## config.mk

```make
export PLATFORM = sky130hd
export DESIGN_NAME = pmbus_fault_phase_protect
export DESIGN_NICKNAME = d
export VERILOG_FILES = /design/src/pkg/pmbus_cmd_pkg.sv /design/src/verilog/write_gate.sv /design/src/verilog/alert_tracker.sv /design/src/verilog/pmbus_fault_phase_protect.sv
export SDC_FILE = /design/constraint.sdc
export NUM_CORES = 1
export LEC_CHECK = 0
export BUFFER_PORTS_ARGS = -buffer_cell sky130_fd_sc_hd__buf_4
export CORE_ASPECT_RATIO = 1.75
export CORE_UTILIZATION = 53
export DETAILED_ROUTE_END_ITERATION = 7
export GPL_TIMING_DRIVEN = 0
export PLACE_DENSITY = 0.8
export SLEW_MARGIN = 30
export SYNTH_ARGS = -nofsm -noshare
export SYNTH_HDL_FRONTEND = slang
export SYNTH_SLANG_ARGS = --single-unit
```

## constraint.sdc

```tcl
create_clock -name ref_clk -period 2.5 [get_ports ref_clk]
set_input_delay 0.625 -clock ref_clk [delete_from_list [all_inputs] [get_ports ref_clk]]
set_output_delay 0.625 -clock ref_clk [all_outputs]
set_load 0.1 [all_outputs]
```

## src/pkg/pmbus_cmd_pkg.sv

```systemverilog
package pmbus_cmd_pkg;

    // ------------------------------------------------------------
    // command codes
    // ------------------------------------------------------------
    localparam logic [7:0] CMD_OPERATION      = 8'h01;
    localparam logic [7:0] CMD_ON_OFF_CONFIG  = 8'h02;
    localparam logic [7:0] CMD_FAULT_CLEAR    = 8'h03;
    localparam logic [7:0] CMD_CHANNEL_SEL    = 8'h04;
    localparam logic [7:0] CMD_WRITE_LOCK     = 8'h10;
    localparam logic [7:0] CMD_STORE_USER_ALL = 8'h15;
    localparam logic [7:0] CMD_VOUT_DEFAULT   = 8'h21;

    // ------------------------------------------------------------
    // channel selector values
    // ------------------------------------------------------------
    localparam logic [7:0] SEL_ALL          = 8'hFF;
    localparam logic [7:0] SEL_RESET        = 8'hFF;
    localparam logic [7:0] SEL_MAX_PHASE    = 8'h03;
    localparam logic [7:0] CONTROLLER_PHASE = 8'h00;

    // ------------------------------------------------------------
    // write lock levels
    // ------------------------------------------------------------
    localparam logic [7:0] WL_OPEN   = 8'h00;
    localparam logic [7:0] WL_CTRL   = 8'h20;
    localparam logic [7:0] WL_OPER   = 8'h40;
    localparam logic [7:0] WL_STORE  = 8'h80;
    localparam logic [7:0] WL_RESET  = 8'h00;

    // ------------------------------------------------------------
    // status vector layout: [1:0] command errors, above them faults
    // ------------------------------------------------------------
    localparam int         STAT_BAD_DATA_BIT = 0;
    localparam int         STAT_BAD_CMD_BIT  = 1;
    localparam int         STAT_FAULT_LSB    = 2;
    localparam int         NUM_FAULT_DEFAULT = 6;

    localparam logic [7:0] RSP_IDLE          = 8'h00;

endpackage

```

## src/verilog/write_gate.sv

```systemverilog
`timescale 1ns/1ps
module write_gate
    import pmbus_cmd_pkg::*;
#(
    parameter logic [7:0] VOUT_CMD_CODE = CMD_VOUT_DEFAULT
)(
    input  wire logic [7:0] lockLevel,
    input  wire logic [7:0] cmdCode,
    output logic            allowed
);

    // a vout code that aliases a locally handled command would be decoded twice
    if ((VOUT_CMD_CODE == CMD_FAULT_CLEAR) || (VOUT_CMD_CODE == CMD_CHANNEL_SEL)
        || (VOUT_CMD_CODE == CMD_WRITE_LOCK))
    begin : g_chk
        $error("VOUT_CMD_CODE collides with a locally handled command");
    end

    // ------------------------------------------------------------
    // lock level decode
    // ------------------------------------------------------------
    function automatic logic lockPermits(input logic [7:0] lvl, input logic [7:0] code);
        logic ok;
        ok = 1'b0;
        case (lvl)
            WL_OPEN:  ok = 1'b1;
            WL_CTRL:  ok = (code == CMD_WRITE_LOCK) || (code == CMD_OPERATION)
                        || (code == CMD_ON_OFF_CONFIG) || (code == CMD_STORE_USER_ALL)
                        || (code == VOUT_CMD_CODE);
            WL_OPER:  ok = (code == CMD_WRITE_LOCK) || (code == CMD_OPERATION)
                        || (code == CMD_STORE_USER_ALL);
            WL_STORE: ok = (code == CMD_WRITE_LOCK) || (code == CMD_STORE_USER_ALL);
            // unknown level cannot be stored, but fail closed anyway
            default:  ok = (code == CMD_WRITE_LOCK);
        endcase
        return ok;
    endfunction

    always_comb
    begin
        allowed = lockPermits(lockLevel, cmdCode);
    end

endmodule

```

## src/verilog/alert_tracker.sv

```systemverilog
`timescale 1ns/1ps
module alert_tracker
#(
    parameter int NUM_SRC = 8
)(
    input  wire logic               ref_clk,
    input  wire logic               arst_n,
    input  wire logic [NUM_SRC-1:0] srcActive,
    input  wire logic               clearAll,
    input  wire logic               araAck,
    input  wire logic               offOnToggle,
    output logic [NUM_SRC-1:0]      flags,
    output logic                    alertOeN
);

    typedef struct packed {
        logic [NUM_SRC-1:0] flags;
        logic [NUM_SRC-1:0] seen;
        logic [NUM_SRC-1:0] blocked;
        logic               alert;
    } alert_state_t;

    alert_state_t s_q;
    alert_state_t s_d;
    logic [NUM_SRC-1:0] newSet;
    logic               trigger;

    if (NUM_SRC < 1)
    begin : g_chk
        $error("alert_tracker needs at least one source");
    end

    always_comb
    begin
        s_d = s_q;
        // set wins over clear; a persisting source lands straight back in
        s_d.flags = (clearAll ? '0 : s_q.flags) | srcActive;
        newSet    = srcActive & (~s_q.flags | {NUM_SRC{clearAll}});
        if (clearAll || offOnToggle)
        begin
            s_d.blocked = '0;
        end
        else if (araAck)
        begin
            // everything seen while the alert was pending stays mute
            s_d.blocked = s_q.blocked | s_q.seen | s_q.flags | srcActive;
        end
        trigger = |(newSet & ~s_d.blocked);
        if (s_q.alert && !araAck)
        begin
            s_d.seen = s_q.seen | s_q.flags | srcActive;
        end
        else
        begin
            s_d.seen = '0;
        end
        if (clearAll)
        begin
            s_d.alert = trigger;
        end
        else if (araAck)
        begin
            s_d.alert = 1'b0;
        end
        else
        begin
            s_d.alert = s_q.alert | trigger;
        end
    end

    always_ff @(posedge ref_clk or negedge arst_n)
    begin
        if (!arst_n)
        begin
            s_q <= '0;
        end
        else
        begin
            s_q <= s_d;
        end
    end

    assign flags    = s_q.flags;
    assign alertOeN = ~s_q.alert;

endmodule

```

## src/verilog/pmbus_fault_phase_protect.sv

```systemverilog
`timescale 1ns/1ps
module pmbus_fault_phase_protect
    import pmbus_cmd_pkg::*;
#(
    parameter int         NUM_FAULT     = NUM_FAULT_DEFAULT,
    parameter logic [7:0] VOUT_CMD_CODE = CMD_VOUT_DEFAULT
)(
    input  wire logic                 ref_clk,
    input  wire logic                 arst_n,
    input  wire logic                 cmdValid,
    input  wire logic [7:0]           cmdCode,
    input  wire logic                 cmdWrite,
    input  wire logic                 cmdHasData,
    input  wire logic [7:0]           cmdData,
    input  wire logic                 araAck,
    input  wire logic                 offOnToggle,
    input  wire logic [NUM_FAULT-1:0] faultSrc,
    input  wire logic                 followerStrapPin,
    input  wire logic [1:0]           phasePositionConfig,
    input  wire logic [2:0]           phaseCount,
    output logic                      rspValid,
    output logic [7:0]                rspData,
    output logic                      fwdValid,
    output logic                      fwdWrite,
    output logic [7:0]                fwdCode,
    output logic [7:0]                fwdData,
    output logic [7:0]                channelSel,
    output logic [7:0]                writeLockLevel,
    output logic [7:0]                ownPhase,
    output logic                      clearPulse,
    output logic                      rejectCmd,
    output logic                      rejectData,
    output logic [NUM_FAULT+1:0]      statusFlags,
    output logic                      alertOut,
    output logic                      alertOeN
);
    import pmbus_cmd_pkg::*;

    localparam int NUM_SRC = NUM_FAULT + STAT_FAULT_LSB;

    if (NUM_FAULT < 1)
    begin : g_chk
        $error("NUM_FAULT must be at least one");
    end

    // ------------------------------------------------------------
    // decode helpers
    // ------------------------------------------------------------
    function automatic logic selValid(input logic [7:0] v, input logic [2:0] cnt);
        return (v == SEL_ALL) || ((v <= SEL_MAX_PHASE) && (v < {5'h00, cnt}));
    endfunction

    function automatic logic lockValid(input logic [7:0] v);
        return (v == WL_OPEN) || (v == WL_CTRL) || (v == WL_OPER) || (v == WL_STORE);
    endfunction

    // ------------------------------------------------------------
    // state
    // ------------------------------------------------------------
    typedef struct packed {
        logic [7:0] sel;
        logic [7:0] lock;
        logic [7:0] own;
        logic       strapDone;
        logic       rspValid;
        logic [7:0] rspData;
        logic       fwdValid;
        logic       fwdWrite;
        logic [7:0] fwdCode;
        logic [7:0] fwdData;
        logic       clearPulse;
        logic       rejectCmd;
        logic       rejectData;
    } top_state_t;

    top_state_t         s_q;
    top_state_t         s_d;
    logic               writeOk;
    logic               addressed;
    logic               isWr;
    logic               isRd;
    logic [NUM_SRC-1:0] srcVec;
    logic [NUM_SRC-1:0] flagVec;
    logic               alertOeNInt;

    write_gate #(
        .VOUT_CMD_CODE (VOUT_CMD_CODE)
    ) u_gate (
        .lockLevel (s_q.lock),
        .cmdCode   (cmdCode),
        .allowed   (writeOk)
    );

    // command errors are flagged and alerted like any fault source
    assign srcVec = {faultSrc, s_q.rejectCmd, s_q.rejectData};

    alert_tracker #(
        .NUM_SRC (NUM_SRC)
    ) u_alert (
        .ref_clk     (ref_clk),
        .arst_n      (arst_n),
        .srcActive   (srcVec),
        .clearAll    (s_q.clearPulse),
        .araAck      (araAck),
        .offOnToggle (offOnToggle),
        .flags       (flagVec),
        .alertOeN    (alertOeNInt)
    );

    assign addressed = (s_q.sel == SEL_ALL) || (s_q.sel == s_q.own);
    assign isWr      = cmdValid && cmdWrite;
    assign isRd      = cmdValid && !cmdWrite;

    // ------------------------------------------------------------
    // command handling
    // ------------------------------------------------------------
    always_comb
    begin
        s_d            = s_q;
        s_d.rspValid   = 1'b0;
        s_d.fwdValid   = 1'b0;
        s_d.clearPulse = 1'b0;
        s_d.rejectCmd  = 1'b0;
        s_d.rejectData = 1'b0;
        // strap taken on the first edge after release, never under reset
        if (!s_q.strapDone)
        begin
            s_d.strapDone = 1'b1;
            s_d.own = followerStrapPin ? {6'h00, phasePositionConfig} : CONTROLLER_PHASE;
        end
        if (cmdValid)
        begin
            case (cmdCode)
                CMD_FAULT_CLEAR:
                begin
                    if (!cmdWrite || cmdHasData)
                    begin
                        s_d.rejectCmd = 1'b1;
                    end
                    else if (!writeOk)
                    begin
                        s_d.rejectCmd = 1'b1;
                    end
                    else
                    begin
                        // flags only: no path to the converter enable
                        s_d.clearPulse = addressed;
                    end
                end
                CMD_CHANNEL_SEL:
                begin
                    if (isRd)
                    begin
                        s_d.rspValid = 1'b1;
                        s_d.rspData  = s_q.sel;
                    end
                    else if (!writeOk || !cmdHasData)
                    begin
                        s_d.rejectCmd = 1'b1;
                    end
                    else if (selValid(cmdData, phaseCount))
                    begin
                        s_d.sel = cmdData;
                    end
                    else
                    begin
                        s_d.rejectData = 1'b1;
                    end
                end
                CMD_WRITE_LOCK:
                begin
                    if (isRd)
                    begin
                        s_d.rspValid = 1'b1;
                        s_d.rspData  = s_q.lock;
                    end
                    else if (!cmdHasData)
                    begin
                        s_d.rejectCmd = 1'b1;
                    end
                    else if (lockValid(cmdData))
                    begin
                        s_d.lock = cmdData;
                    end
                    else
                    begin
                        s_d.rejectData = 1'b1;
                    end
                end
                default:
                begin
                    if (isRd || writeOk)
                    begin
                        s_d.fwdValid = 1'b1;
                        s_d.fwdWrite = cmdWrite;
                        s_d.fwdCode  = cmdCode;
                        s_d.fwdData  = cmdData;
                    end
                    else
                    begin
                        s_d.rejectCmd = 1'b1;
                    end
                end
            endcase
        end
    end

    always_ff @(posedge ref_clk or negedge arst_n)
    begin
        if (!arst_n)
        begin
            s_q            <= '0;
            s_q.sel        <= SEL_RESET;
            s_q.lock       <= WL_RESET;
            s_q.own        <= CONTROLLER_PHASE;
            s_q.rspData    <= RSP_IDLE;
        end
        else
        begin
            s_q <= s_d;
        end
    end

    // ------------------------------------------------------------
    // outputs
    // ------------------------------------------------------------
    assign rspValid       = s_q.rspValid;
    assign rspData        = s_q.rspData;
    assign fwdValid       = s_q.fwdValid;
    assign fwdWrite       = s_q.fwdWrite;
    assign fwdCode        = s_q.fwdCode;
    assign fwdData        = s_q.fwdData;
    assign channelSel     = s_q.sel;
    assign writeLockLevel = s_q.lock;
    assign ownPhase       = s_q.own;
    assign clearPulse     = s_q.clearPulse;
    assign rejectCmd      = s_q.rejectCmd;
    assign rejectData     = s_q.rejectData;
    assign statusFlags    = flagVec;
    // open drain: level is always low, only the enable moves
    assign alertOut       = 1'b0;
    assign alertOeN       = alertOeNInt;

    // ------------------------------------------------------------
    // checks
    // ------------------------------------------------------------
    a_clear_dataless: assert property (@(posedge ref_clk) disable iff (!arst_n)
        cmdValid && (cmdCode == CMD_FAULT_CLEAR) && (!cmdWrite || cmdHasData)
        |=> rejectCmd && !clearPulse && !rspValid)
        else $error("fault clear with data or read was not refused");

    a_clear_target: assert property (@(posedge ref_clk) disable iff (!arst_n)
        isWr && (cmdCode == CMD_FAULT_CLEAR) && !cmdHasData && writeOk
        |=> clearPulse == $past(addressed))
        else $error("fault clear did not follow the channel selector");

    a_clear_wipes: assert property (@(posedge ref_clk) disable iff (!arst_n)
        clearPulse |=> statusFlags == $past(srcVec))
        else $error("status flags not wiped to the live sources");

    a_clear_release: assert property (@(posedge ref_clk) disable iff (!arst_n)
        clearPulse && (srcVec == '0) |=> alertOeN && (statusFlags == '0))
        else $error("alert not released by fault clear");

    a_ara_release: assert property (@(posedge ref_clk) disable iff (!arst_n)
        araAck && !clearPulse
        |=> alertOeN && (statusFlags == ($past(statusFlags) | $past(srcVec))))
        else $error("alert response must release alert and keep flags");

    a_sel_reject: assert property (@(posedge ref_clk) disable iff (!arst_n)
        isWr && cmdHasData && (cmdCode == CMD_CHANNEL_SEL) && writeOk
        && !selValid(cmdData, phaseCount)
        |=> rejectData && $stable(channelSel) ##1 statusFlags[STAT_BAD_DATA_BIT])
        else $error("unsupported selector value accepted");

    a_lock_reject: assert property (@(posedge ref_clk) disable iff (!arst_n)
        isWr && cmdHasData && (cmdCode == CMD_WRITE_LOCK) && !lockValid(cmdData)
        |=> rejectData && (writeLockLevel == $past(writeLockLevel)))
        else $error("invalid lock level accepted");

    a_blocked_write: assert property (@(posedge ref_clk) disable iff (!arst_n)
        isWr && !writeOk && (cmdCode != CMD_WRITE_LOCK)
        |=> rejectCmd && !fwdValid && $stable(channelSel)
        ##1 statusFlags[STAT_BAD_CMD_BIT])
        else $error("write passed a lock that forbids it");

    a_read_passes: assert property (@(posedge ref_clk) disable iff (!arst_n)
        isRd && (cmdCode != CMD_FAULT_CLEAR)
        |=> (fwdValid || rspValid) && !rejectCmd)
        else $error("read refused");

    a_lock_levels: assert property (@(posedge ref_clk) disable iff (!arst_n)
        lockValid(writeLockLevel) && (writeLockLevel != WL_OPEN) && isWr
        && (cmdCode == CMD_STORE_USER_ALL)
        |=> fwdValid && (fwdCode == CMD_STORE_USER_ALL))
        else $error("store command blocked by a lock level");

endmodule

```

==> flow_metrics.py, run 1 <==
metrics = {
    "run_status": {
        "outcome": "completed",
    },
    "critical_path": {
        "crit_path_start_kind": "flip-flop",
        "required_ps": 2710,
        "path_class": "flip-flop to flip-flop",
        "crit_arrival_ps": 2620,
        "cp_max_fo": 10,
        "endpoint_kind": "flip-flop",
    },
    "placed_design": {
        "gp_congestion": 0.8254,
        "place_hpwl_um": 6732,
        "detailed_place.area_mm2": 0.004701,
        "dpl.cell_count": 555,
        "port_buffers": 88,
    },
    "layout": {
        "final_cells": 572,
        "num-fill-cells": 582,
        "final_common_cell": "buf_4",
        "final_cell_mix": "buf_4, dfrtp_1, mux2_2",
        "antenna_cells": 0,
        "multiInputGateArea_mm2": 0.001541,
        "final-seq-area_mm2": 0.001862,
        "final_nets": 518,
        "post_route_cells_drive_above_1_share_pct": 44.24,
        "syn2layout_area_growth_pct": 29.44,
        "final_area_mm2": 0.005061,
    },
    "power_and_ir_drop": {
        "leakagePower_uw": 0.002383,
        "ir_drop_v": 0.0004792,
        "power_frac_seq_pct": 38.1,
        "combPwrFrac_pct": 19.2,
        "pwr-share-clk_pct": 42.7,
        "p_int_uw": 2384,
        "p_sw_uw": 957.4,
        "p_sw_share_pct": 28.65,
        "powerDensity_mw_per_mm2": 660.3,
        "fin_total_pwr_uw": 3342,
    },
    "clock_network": {
        "cts_made_buffers": 9,
        "cts_num_sinks": 74,
        "ctsLongestPathBuffers": 2,
        "clk_latency_ps": 330,
        "htree_levels": 3,
        "path_clk_slew_ps": 50,
        "root_buffer": "clkbuf_16",
        "cts_tree": "yes",
    },
    "sta": {
        "skew_ps": 5.388,
        "rsz0062_at_grt": "false",
        "fmax_mhz": 414.8,
        "slew_headroom_pct": 56.37,
        "finalHoldViolations": 0,
        "slew_violations": 0,
        "min_period_ps": 2411,
        "finalCritPeriodShare_pct": 96.42,
        "final-setup-viol-count": 0,
        "tightest_slew_ps": 654.4,
    },
    "yosys": {
        "synth_compound_area_share_pct": 12.26,
        "synth_area_leader_cell": "dfrtp_1",
        "seq_area_frac_synth_pct": 47.62,
        "synthAdderAreaFrac_pct": 0.6400,
        "synth_edf_count": 0,
        "synth-simple-area-share_pct": 17.60,
        "syn_inst": 375,
        "synth_area_leaders": "dfrtp_1, buf_4, mux2_2",
        "ys_types": 58,
        "async_flop_share_pct": 100.0,
        "yosysWarnings": 0,
        "syn_area_per_cell_um2": 10.43,
        "synth_seq_cells": 74,
        "synthesis.area_mm2": 0.003910,
        "ys.flop_type": "dfrtp_1",
        "synth_top_family_by_area": "simple AND/OR/NAND/NOR gates",
        "muxShareOfSynthArea_pct": 7.776,
        "yosys.area.top_type_share_pct": 42.24,
        "synth_xor_area_share_pct": 0.2240,
    },
    "route": {
        "firstDrtPassIters": 4,
        "final_antenna_net_count": 0,
        "via_per_inst": 5.365,
        "vias": 3069,
        "drc": 0,
        "drt_wl_total_um": 8858,
        "drt_iter0_drc": 167,
        "routedWlPerCell_um": 15.49,
    },
    "die": {
        "core-area_mm2": 0.007182,
        "initial_core_util_pct": 54.44,
        "dieArea_mm2": 0.007738,
        "die_w_um": 66.93,
        "rows": 41,
        "io-pin-count": 99,
        "die_y_um": 115.6,
    },
    "global_route": {
        "grt_pass1_wl_um": 13970,
        "grt_max_degree": 75,
        "grt_pass1_vias": 3035,
        "antenna_found_initial": 0,
        "grt_overflow": 0,
        "grt_use_total_pct": 24.62,
    },
    "hold_path": {
        "min_path_type": "primary input to asynchronous set/reset pin",
    },
    "job": {
        "maxCapViolCount": 0,
    },
}
-- cell usage after synthesis (9+ instances only) --
| cell type | number |
|---|---|
| inv_1 | 15 |
| o21ai_0 | 20 |
| nor3_1 | 13 |
| nand2_1 | 19 |
| a22oi_1 | 9 |
| nand2b_1 | 18 |
| a21oi_1 | 13 |
| nor2_1 | 12 |
| nor2b_1 | 9 |
| buf_4 | 57 |
| dfrtp_1 | 66 |
| mux2_2 | 27 |
-- sequential cells by signal (all words and copies together) (netlist names), 2 cells and up --
name / cells
fwdData: 8
u_alert.flags: 8
writeLockLevel: 8
rspData: 8
channelSel: 8
u_alert.s_q: 17
fwdCode: 8
ownPhase: 2
-- area by class of cell --
type | instances | area share, %
sequential | 74 | 36.79
buffer | 68 | 9.468
tap | 86 | 2.126
multi-input combinational | 224 | 30.46
inverter | 15 | 1.112
timing repair buffer | 89 | 13.35
clock inverter | 4 | 1.434
clock buffer | 12 | 5.266
-- power by group through the flow --
stage               clock [µW]  combinational, µW  sequential [µW]
floorplan                    0                464             1300
finish                    1430                643             1270
detailed placement           0                646             1290
global placement             0                637             1290
global route              1510                673             1280
CTS                       1450                646             1270
-- logic make-up after synthesis --
group                    count (synthesis)
flip-flops                              74
buffers and inverters                   83
multiplexers                            27
AO/OA/AOI/OAI                           67
AND/OR/NAND/NOR                        119
adder cells (fa/ha/maj)                  2
XOR/XNOR                                 1
other                                    2
-- metal layers --
metal,vias to the layer above,wire (µm),part of all wire (%),track usage (%)
met5,-,0,0,0
met4,0,260,2.9,13.62
met3,24,389,4.4,5.020
met2,96,5062,57,45.45
met1,1479,3145,36,24.81
li1,1470,-,-,-
-- metrics by stage --
step                      hold WS (ps)  setup TNS [ps]  setup slack [ps]  util, %
after global placement           463.3           -2640            -138.2    65.45
after floorplan                  329.4               0             59.72        -
after global routing             345.6               0             17.94    70.47
after CTS                        456.2               0             52.08    70.17
final                            310.4               0             89.38    70.47
after detailed placement         472.0           -3663            -195.7    65.45
-- path summary, 6_finish.rpt --
path	startpoint	to	slack, ps	cells after the start
max in group asynchronous	arst_n	writeLockLevel[7]$_DFFE_PN0P_	1750	1
setup / recovery	writeLockLevel[1]$_DFFE_PN0P_	fwdCode[5]$_DFFE_PN0P_	90	7
min in group ref_clk	rspData[0]$_DFFE_PN0P_	rspData[0]$_DFFE_PN0P_	480	2
hold reg to reg	rspData[0]$_DFFE_PN0P_	rspData[0]$_DFFE_PN0P_	480	2
setup reg to reg	writeLockLevel[1]$_DFFE_PN0P_	fwdCode[5]$_DFFE_PN0P_	90	7
hold / removal	arst_n	u_alert.flags[4]$_DFF_PN0_	310	1
-- worst max-delay path, cell delays in order, from the launching register on --
cell	delay [ps]
dfrtp_1	400
or4_4	560
or3_1	370
a211oi_4	230
buf_6	160
o31ai_4	110
buf_6	180
mux2_2	270
-- repair_timing --
action | in CTS | in global routing
hold buffers | 0 | 0
buffers inserted | 0 | 1
gates resized for setup | 0 | 2
setup endpoints to repair | 0 | 14
No activity file was read; power rests on OpenSTA's default activity.
==> run 2, diff against run 1 <==
==> constraint.sdc (replaced) <==
create_clock -name ref_clk -period 2.55 [get_ports ref_clk]
set_input_delay 0.6375 -clock ref_clk [delete_from_list [all_inputs] [get_ports ref_clk]]
set_output_delay 0.6375 -clock ref_clk [all_outputs]
set_load 0.1 [all_outputs]
==> run 2 against run 1 <==
  * Non-clock buffer count decreased by 1
  * Cell area decreased by 0.35%
  * Register-to-register slack improved by 20 ps
  * Clock-buffer cell count unchanged
  * Critical endpoint unchanged
  * Setup slack improved by 16 ps
  * Combinational power decreased by 2%
  * Clock skew about the same
  * Via count about the same
  * Utilization decreased by 0.24 points
==> flow_metrics.py, run 2 (synthesis results as in run 1) <==
metrics = {
    "placed_design": {
        "port_buffers": 88,
        "detailed_place.area_mm2": 0.004701,
        "place_hpwl_um": 6732,
        "gp_congestion": 0.8254,
        "place_ws_ps": -158.2,
        "dpl.cell_count": 555,
    },
    "sta": {
        "rsz0062_at_grt": "false",
        "skew_ps": 5.498,
        "slew_violations": 0,
        "tightest_slew_ps": 652.9,
        "fin_tns_setup_ps": 0,
        "finalCritPeriodShare_pct": 95.87,
        "slew_headroom_pct": 56.47,
        "final-setup-viol-count": 0,
        "fin_ws_ps": 105.3,
        "min_period_ps": 2445,
        "fmax_mhz": 409.1,
        "finalHoldViolations": 0,
    },
    "route": {
        "via_per_inst": 5.380,
        "final_antenna_net_count": 0,
        "drt_wl_total_um": 8867,
        "firstDrtPassIters": 4,
        "routedWlPerCell_um": 15.53,
        "vias": 3072,
        "drt_iter0_drc": 140,
        "drc": 0,
    },
    "layout": {
        "antenna_cells": 0,
        "final_nets": 517,
        "syn2layout_area_growth_pct": 28.99,
        "largest-register": "u_alert.s_q",
        "final_common_cell": "buf_4",
        "post_route_cells_drive_above_1_share_pct": 43.92,
        "final_cells": 571,
        "final_area_mm2": 0.005044,
        "final_cell_mix": "buf_4, dfrtp_1, mux2_2",
        "largest_reg_flops": 17,
    },
    "global_route": {
        "grt_max_degree": 75,
        "grt_use_total_pct": 24.62,
        "antenna_found_initial": 0,
        "grt_pass1_vias": 3035,
        "grt_pass1_wl_um": 13970,
        "grt_overflow": 0,
    },
    "clock_network": {
        "htree_levels": 3,
        "cts_made_buffers": 9,
        "clk_latency_ps": 330,
        "ctsLongestPathBuffers": 2,
        "post-cts-setup-buffers": 0,
        "cts_num_sinks": 74,
        "cts.repair.resized": 0,
        "cts_tree": "yes",
        "root_buffer": "clkbuf_16",
        "path_clk_slew_ps": 50,
        "hold_buffers": 0,
    },
    "critical_path": {
        "required_ps": 2760,
        "crit_path_start_kind": "flip-flop",
        "r2r-end": "fwdCode[5]$_DFFE_PN0P_",
        "r2r_setup_slack_ps": 110,
        "cp_max_fo": 10,
        "crit_arrival_ps": 2650,
        "worstReg2RegStart": "writeLockLevel[1]$_DFFE_PN0P_",
        "endpoint_kind": "flip-flop",
        "reg2regPathDepth": 6,
        "path_class": "flip-flop to flip-flop",
    },
    "job": {
        "maxCapViolCount": 0,
    },
    "power_and_ir_drop": {
        "powerDensity_mw_per_mm2": 649.7,
        "ir_drop_v": 0.0004699,
        "leakagePower_uw": 0.002377,
    },
    "die": {
        "core-area_mm2": 0.007182,
        "rows": 41,
        "io-pin-count": 99,
        "die_w_um": 66.93,
        "dieArea_mm2": 0.007738,
        "initial_core_util_pct": 54.44,
        "die_y_um": 115.6,
    },
    "run_status": {
        "outcome": "completed",
    },
    "hold_path": {
        "min_path_type": "primary input to asynchronous set/reset pin",
    },
}
-- run 2: cell types whose count changed in the layout (fill, tap and decap cells not counted) --
cell	before	now
nor4_2	2	1
nor4_1	7	8
buf_6	3	2
-- run 2: area by class of cell --
class	instances	area [µm²]
Fill cell	585	2138
Sequential cell	74	1862
Multi-Input combinational cell	224	1535
Timing Repair Buffer	88	664.4
Buffer	68	479.2
Clock buffer	12	266.5
Tap cell	86	107.6
Clock inverter	4	72.57
Inverter	15	56.30
-- run 2: through the flow --
step	hold WS (ps)	power (µW)	utilization [%]
after global routing	358.1	3388	70.23
after floorplan	341.9	1733	-
after CTS	468.7	3308	70.17
after global placement	463.3	1891	65.45
final	321.7	3277	70.23
after detailed placement	472.0	1901	65.45
-- run 2: report_power, final --
| group | internal, µW | total, µW | leakage [µW] | switching, µW |
|---|---|---|---|---|
| combinational | 182 | 630 | 0.00130 | 448 |
| clock | 934 | 1400 | 0.000165 | 464 |
| sequential | 1220 | 1250 | 0.000916 | 27.3 |
| total | 2340 | 3280 | 0.00238 | 939 |
-- run 2: critical path, cell delays in order (launching register included) --
cell,delay [ps]
dfrtp_1,400
or4_4,560
or3_1,370
a211oi_4,360
o31ai_4,170
buf_6,180
mux2_2,270
-- run 2: how the worst max path moves through the flow --
stage                                  start                             to  slack, ps  cells past startpoint
2_1_floorplan                     cmdCode[4]  writeLockLevel[5]$_DFFE_PN0P_        100                      7
3_3_place_gp                      cmdCode[4]      channelSel[2]$_DFFE_PN1P_       -100                      7
3_5_place_dp                      cmdCode[4]         fwdCode[5]$_DFFE_PN0P_       -160                      7
4_1_cts        writeLockLevel[1]$_DFFE_PN0P_         fwdCode[5]$_DFFE_PN0P_        100                      6
5_1_grt        writeLockLevel[1]$_DFFE_PN0P_         fwdCode[5]$_DFFE_PN0P_         10                      6
6_report       writeLockLevel[1]$_DFFE_PN0P_         fwdCode[5]$_DFFE_PN0P_        110                      6
-- run 2: metal layers --
metal	up-vias	share of wire [%]	global-route usage, %
li1	1469	-	-
met1	1486	36	24.81
met2	95	57	45.45
met3	22	4.2	5.020
met4	0	2.9	13.62
met5	-	0	0
==> run 3, diff against run 2 <==
--- a/config.mk
+++ b/config.mk
@@ -11,6 +11,7 @@
 export DETAILED_ROUTE_END_ITERATION = 7
 export GPL_TIMING_DRIVEN = 0
 export PLACE_DENSITY = 0.8
+export RECOVER_POWER = 25
 export SLEW_MARGIN = 30
 export SYNTH_ARGS = -nofsm -noshare
 export SYNTH_HDL_FRONTEND = slang
==> run 3 against run 2 <==
  * The flow now finishes with violations (capacitance limit, slew limit)
  * Sequential share of layout area is essentially flat
  * Setup slack about the same
  * Sequential cell count is the same
  * Wire length is 0.12% lower
  * Sequential power about the same
  * Clock skew unchanged
  * Utilization shrank 0.087 points
  * Non-clock buffer count stayed put
  * Via count did not move
  * Clock-buffer cell count is the same
  * Hold slack better by 160 ps
  * Fmax about the same
==> flow_metrics.py, run 3 (synthesis results as in run 1) <==
metrics = {
    "run_status": {
        "outcome": "finished, violations left",
        "violations": "capacitance limit, slew limit",
    },
    "hold_path": {
        "hold_end": "rspData[0]$_DFFE_PN0P_",
        "min_path_cells": 2,
        "hold_start": "rspData[0]$_DFFE_PN0P_",
        "min_path_type": "flip-flop to flip-flop",
    },
    "sta": {
        "fin_ws_ps": 105.5,
        "final-setup-viol-count": 0,
        "slew_headroom_pct": -18.73,
        "min_period_ps": 2445,
        "finalHoldViolations": 0,
        "slew_violations": 75,
        "skew_ps": 5.498,
        "fmax_mhz": 409.1,
        "rsz0062_at_grt": "false",
        "fin_tns_setup_ps": 0,
        "finalCritPeriodShare_pct": 95.86,
        "tightest_slew_ps": 1781,
    },
    "layout": {
        "final_area_mm2": 0.005037,
        "final_common_cell": "buf_4",
        "antenna_cells": 0,
        "final_cell_mix": "buf_4, dfrtp_1, mux2_2",
        "final_cells": 571,
        "largest-register": "u_alert.s_q",
        "num-fill-cells": 586,
        "largest_reg_flops": 17,
        "post_route_cells_drive_above_1_share_pct": 43.92,
        "final_nets": 517,
        "syn2layout_area_growth_pct": 28.83,
    },
    "route": {
        "drc": 0,
        "firstDrtPassIters": 4,
        "final_antenna_net_count": 0,
        "routedWlPerCell_um": 15.51,
        "drt_wl_total_um": 8856,
        "via_per_inst": 5.380,
        "drt_iter0_drc": 140,
        "vias": 3072,
    },
    "global_route": {
        "grt_pass1_vias": 3035,
        "grt_max_degree": 75,
        "grt_overflow": 0,
        "grt_use_total_pct": 24.62,
        "antenna_found_initial": 0,
        "grt_pass1_wl_um": 13970,
    },
    "power_and_ir_drop": {
        "p_sw_share_pct": 28.67,
        "power_frac_seq_pct": 38.1,
        "fin_total_pwr_uw": 3276,
        "p_sw_uw": 939.2,
        "pwr-share-clk_pct": 42.7,
        "p_int_uw": 2337,
        "combPwrFrac_pct": 19.2,
        "powerDensity_mw_per_mm2": 650.3,
        "leakagePower_uw": 0.002375,
        "ir_drop_v": 0.0004699,
    },
    "placed_design": {
        "port_buffers": 88,
        "gp_congestion": 0.8254,
        "place_hpwl_um": 6732,
        "detailed_place.area_mm2": 0.004701,
        "dpl.cell_count": 555,
        "place_ws_ps": -158.2,
    },
    "die": {
        "io-pin-count": 99,
        "die_w_um": 66.93,
        "core-area_mm2": 0.007182,
        "dieArea_mm2": 0.007738,
        "rows": 41,
        "initial_core_util_pct": 54.44,
        "die_y_um": 115.6,
    },
    "clock_network": {
        "hold_buffers": 0,
        "cts_num_sinks": 74,
        "cts_tree": "yes",
        "post-cts-setup-buffers": 0,
        "root_buffer": "clkbuf_16",
        "cts_made_buffers": 9,
        "ctsLongestPathBuffers": 2,
        "htree_levels": 3,
        "clk_latency_ps": 330,
        "cts.repair.resized": 0,
        "path_clk_slew_ps": 60,
    },
    "job": {
        "maxCapViolCount": 1,
    },
    "critical_path": {
        "reg2regPathDepth": 6,
        "worstReg2RegStart": "writeLockLevel[1]$_DFFE_PN0P_",
        "startpoint": "writeLockLevel[1]$_DFFE_PN0P_",
        "endpoint_kind": "flip-flop",
        "crit_arrival_ps": 2650,
        "required_ps": 2760,
        "crit_path_start_kind": "flip-flop",
        "r2r-end": "fwdCode[5]$_DFFE_PN0P_",
        "cp_max_fo": 10,
        "path_class": "flip-flop to flip-flop",
        "r2r_setup_slack_ps": 110,
    },
}
## run 3: area by class of cell
type	count	area, µm²	share of cell area [%]
Multi-Input combinational cell	224	1535	30.48
Clock inverter	4	72.57	1.441
Clock buffer	12	266.5	5.291
Buffer	68	479.2	9.513
Inverter	15	56.30	1.118
Sequential cell	74	1862	36.96
Tap cell	86	107.6	2.136
Timing Repair Buffer	88	658.1	13.07
## run 3: metrics by stage
stage               hold WS, ps  utilization (%)
floorplan                 341.9                -
global placement          463.3            65.45
detailed placement        472.0            65.45
CTS                       468.7            70.17
global route              497.8            70.14
finish                    478.9            70.14
## run 3: critical path, stage by stage (launching register included)
cell      delay [ps]
dfrtp_1          400
or4_4            560
or3_1            370
a211oi_4         360
o31ai_4          170
buf_6            180
mux2_2           270
## run 3: how the worst max path moves through the flow
stage / end / slack, ps
after floorplan: writeLockLevel[5]$_DFFE_PN0P_ / 100
after detailed placement: fwdCode[5]$_DFFE_PN0P_ / -160
after CTS: fwdCode[5]$_DFFE_PN0P_ / 100
final: fwdCode[5]$_DFFE_PN0P_ / 110
after global routing: fwdCode[5]$_DFFE_PN0P_ / 10
after global placement: channelSel[2]$_DFFE_PN1P_ / -100
## run 3: power groups by stage
stage / Combinational (µW) / Sequential (µW) / Clock (µW)
final: 629 / 1250 / 1400
after CTS: 634 / 1250 / 1430
after global routing: 658 / 1250 / 1480
after detailed placement: 633 / 1270 / 0
after global placement: 625 / 1270 / 0
after floorplan: 455 / 1280 / 0
## run 3: per-layer routing
| metal | wire length (µm) | global-route usage (%) | vias to the layer above | share of wire (%) |
|---|---|---|---|---|
| li1 | - | - | 1469 | - |
| met1 | 3169 | 24.81 | 1486 | 36 |
| met2 | 5059 | 45.45 | 95 | 57 |
| met3 | 372 | 5.020 | 22 | 4.2 |
| met4 | 255 | 13.62 | 0 | 2.9 |
| met5 | 0 | 0 | - | 0 |
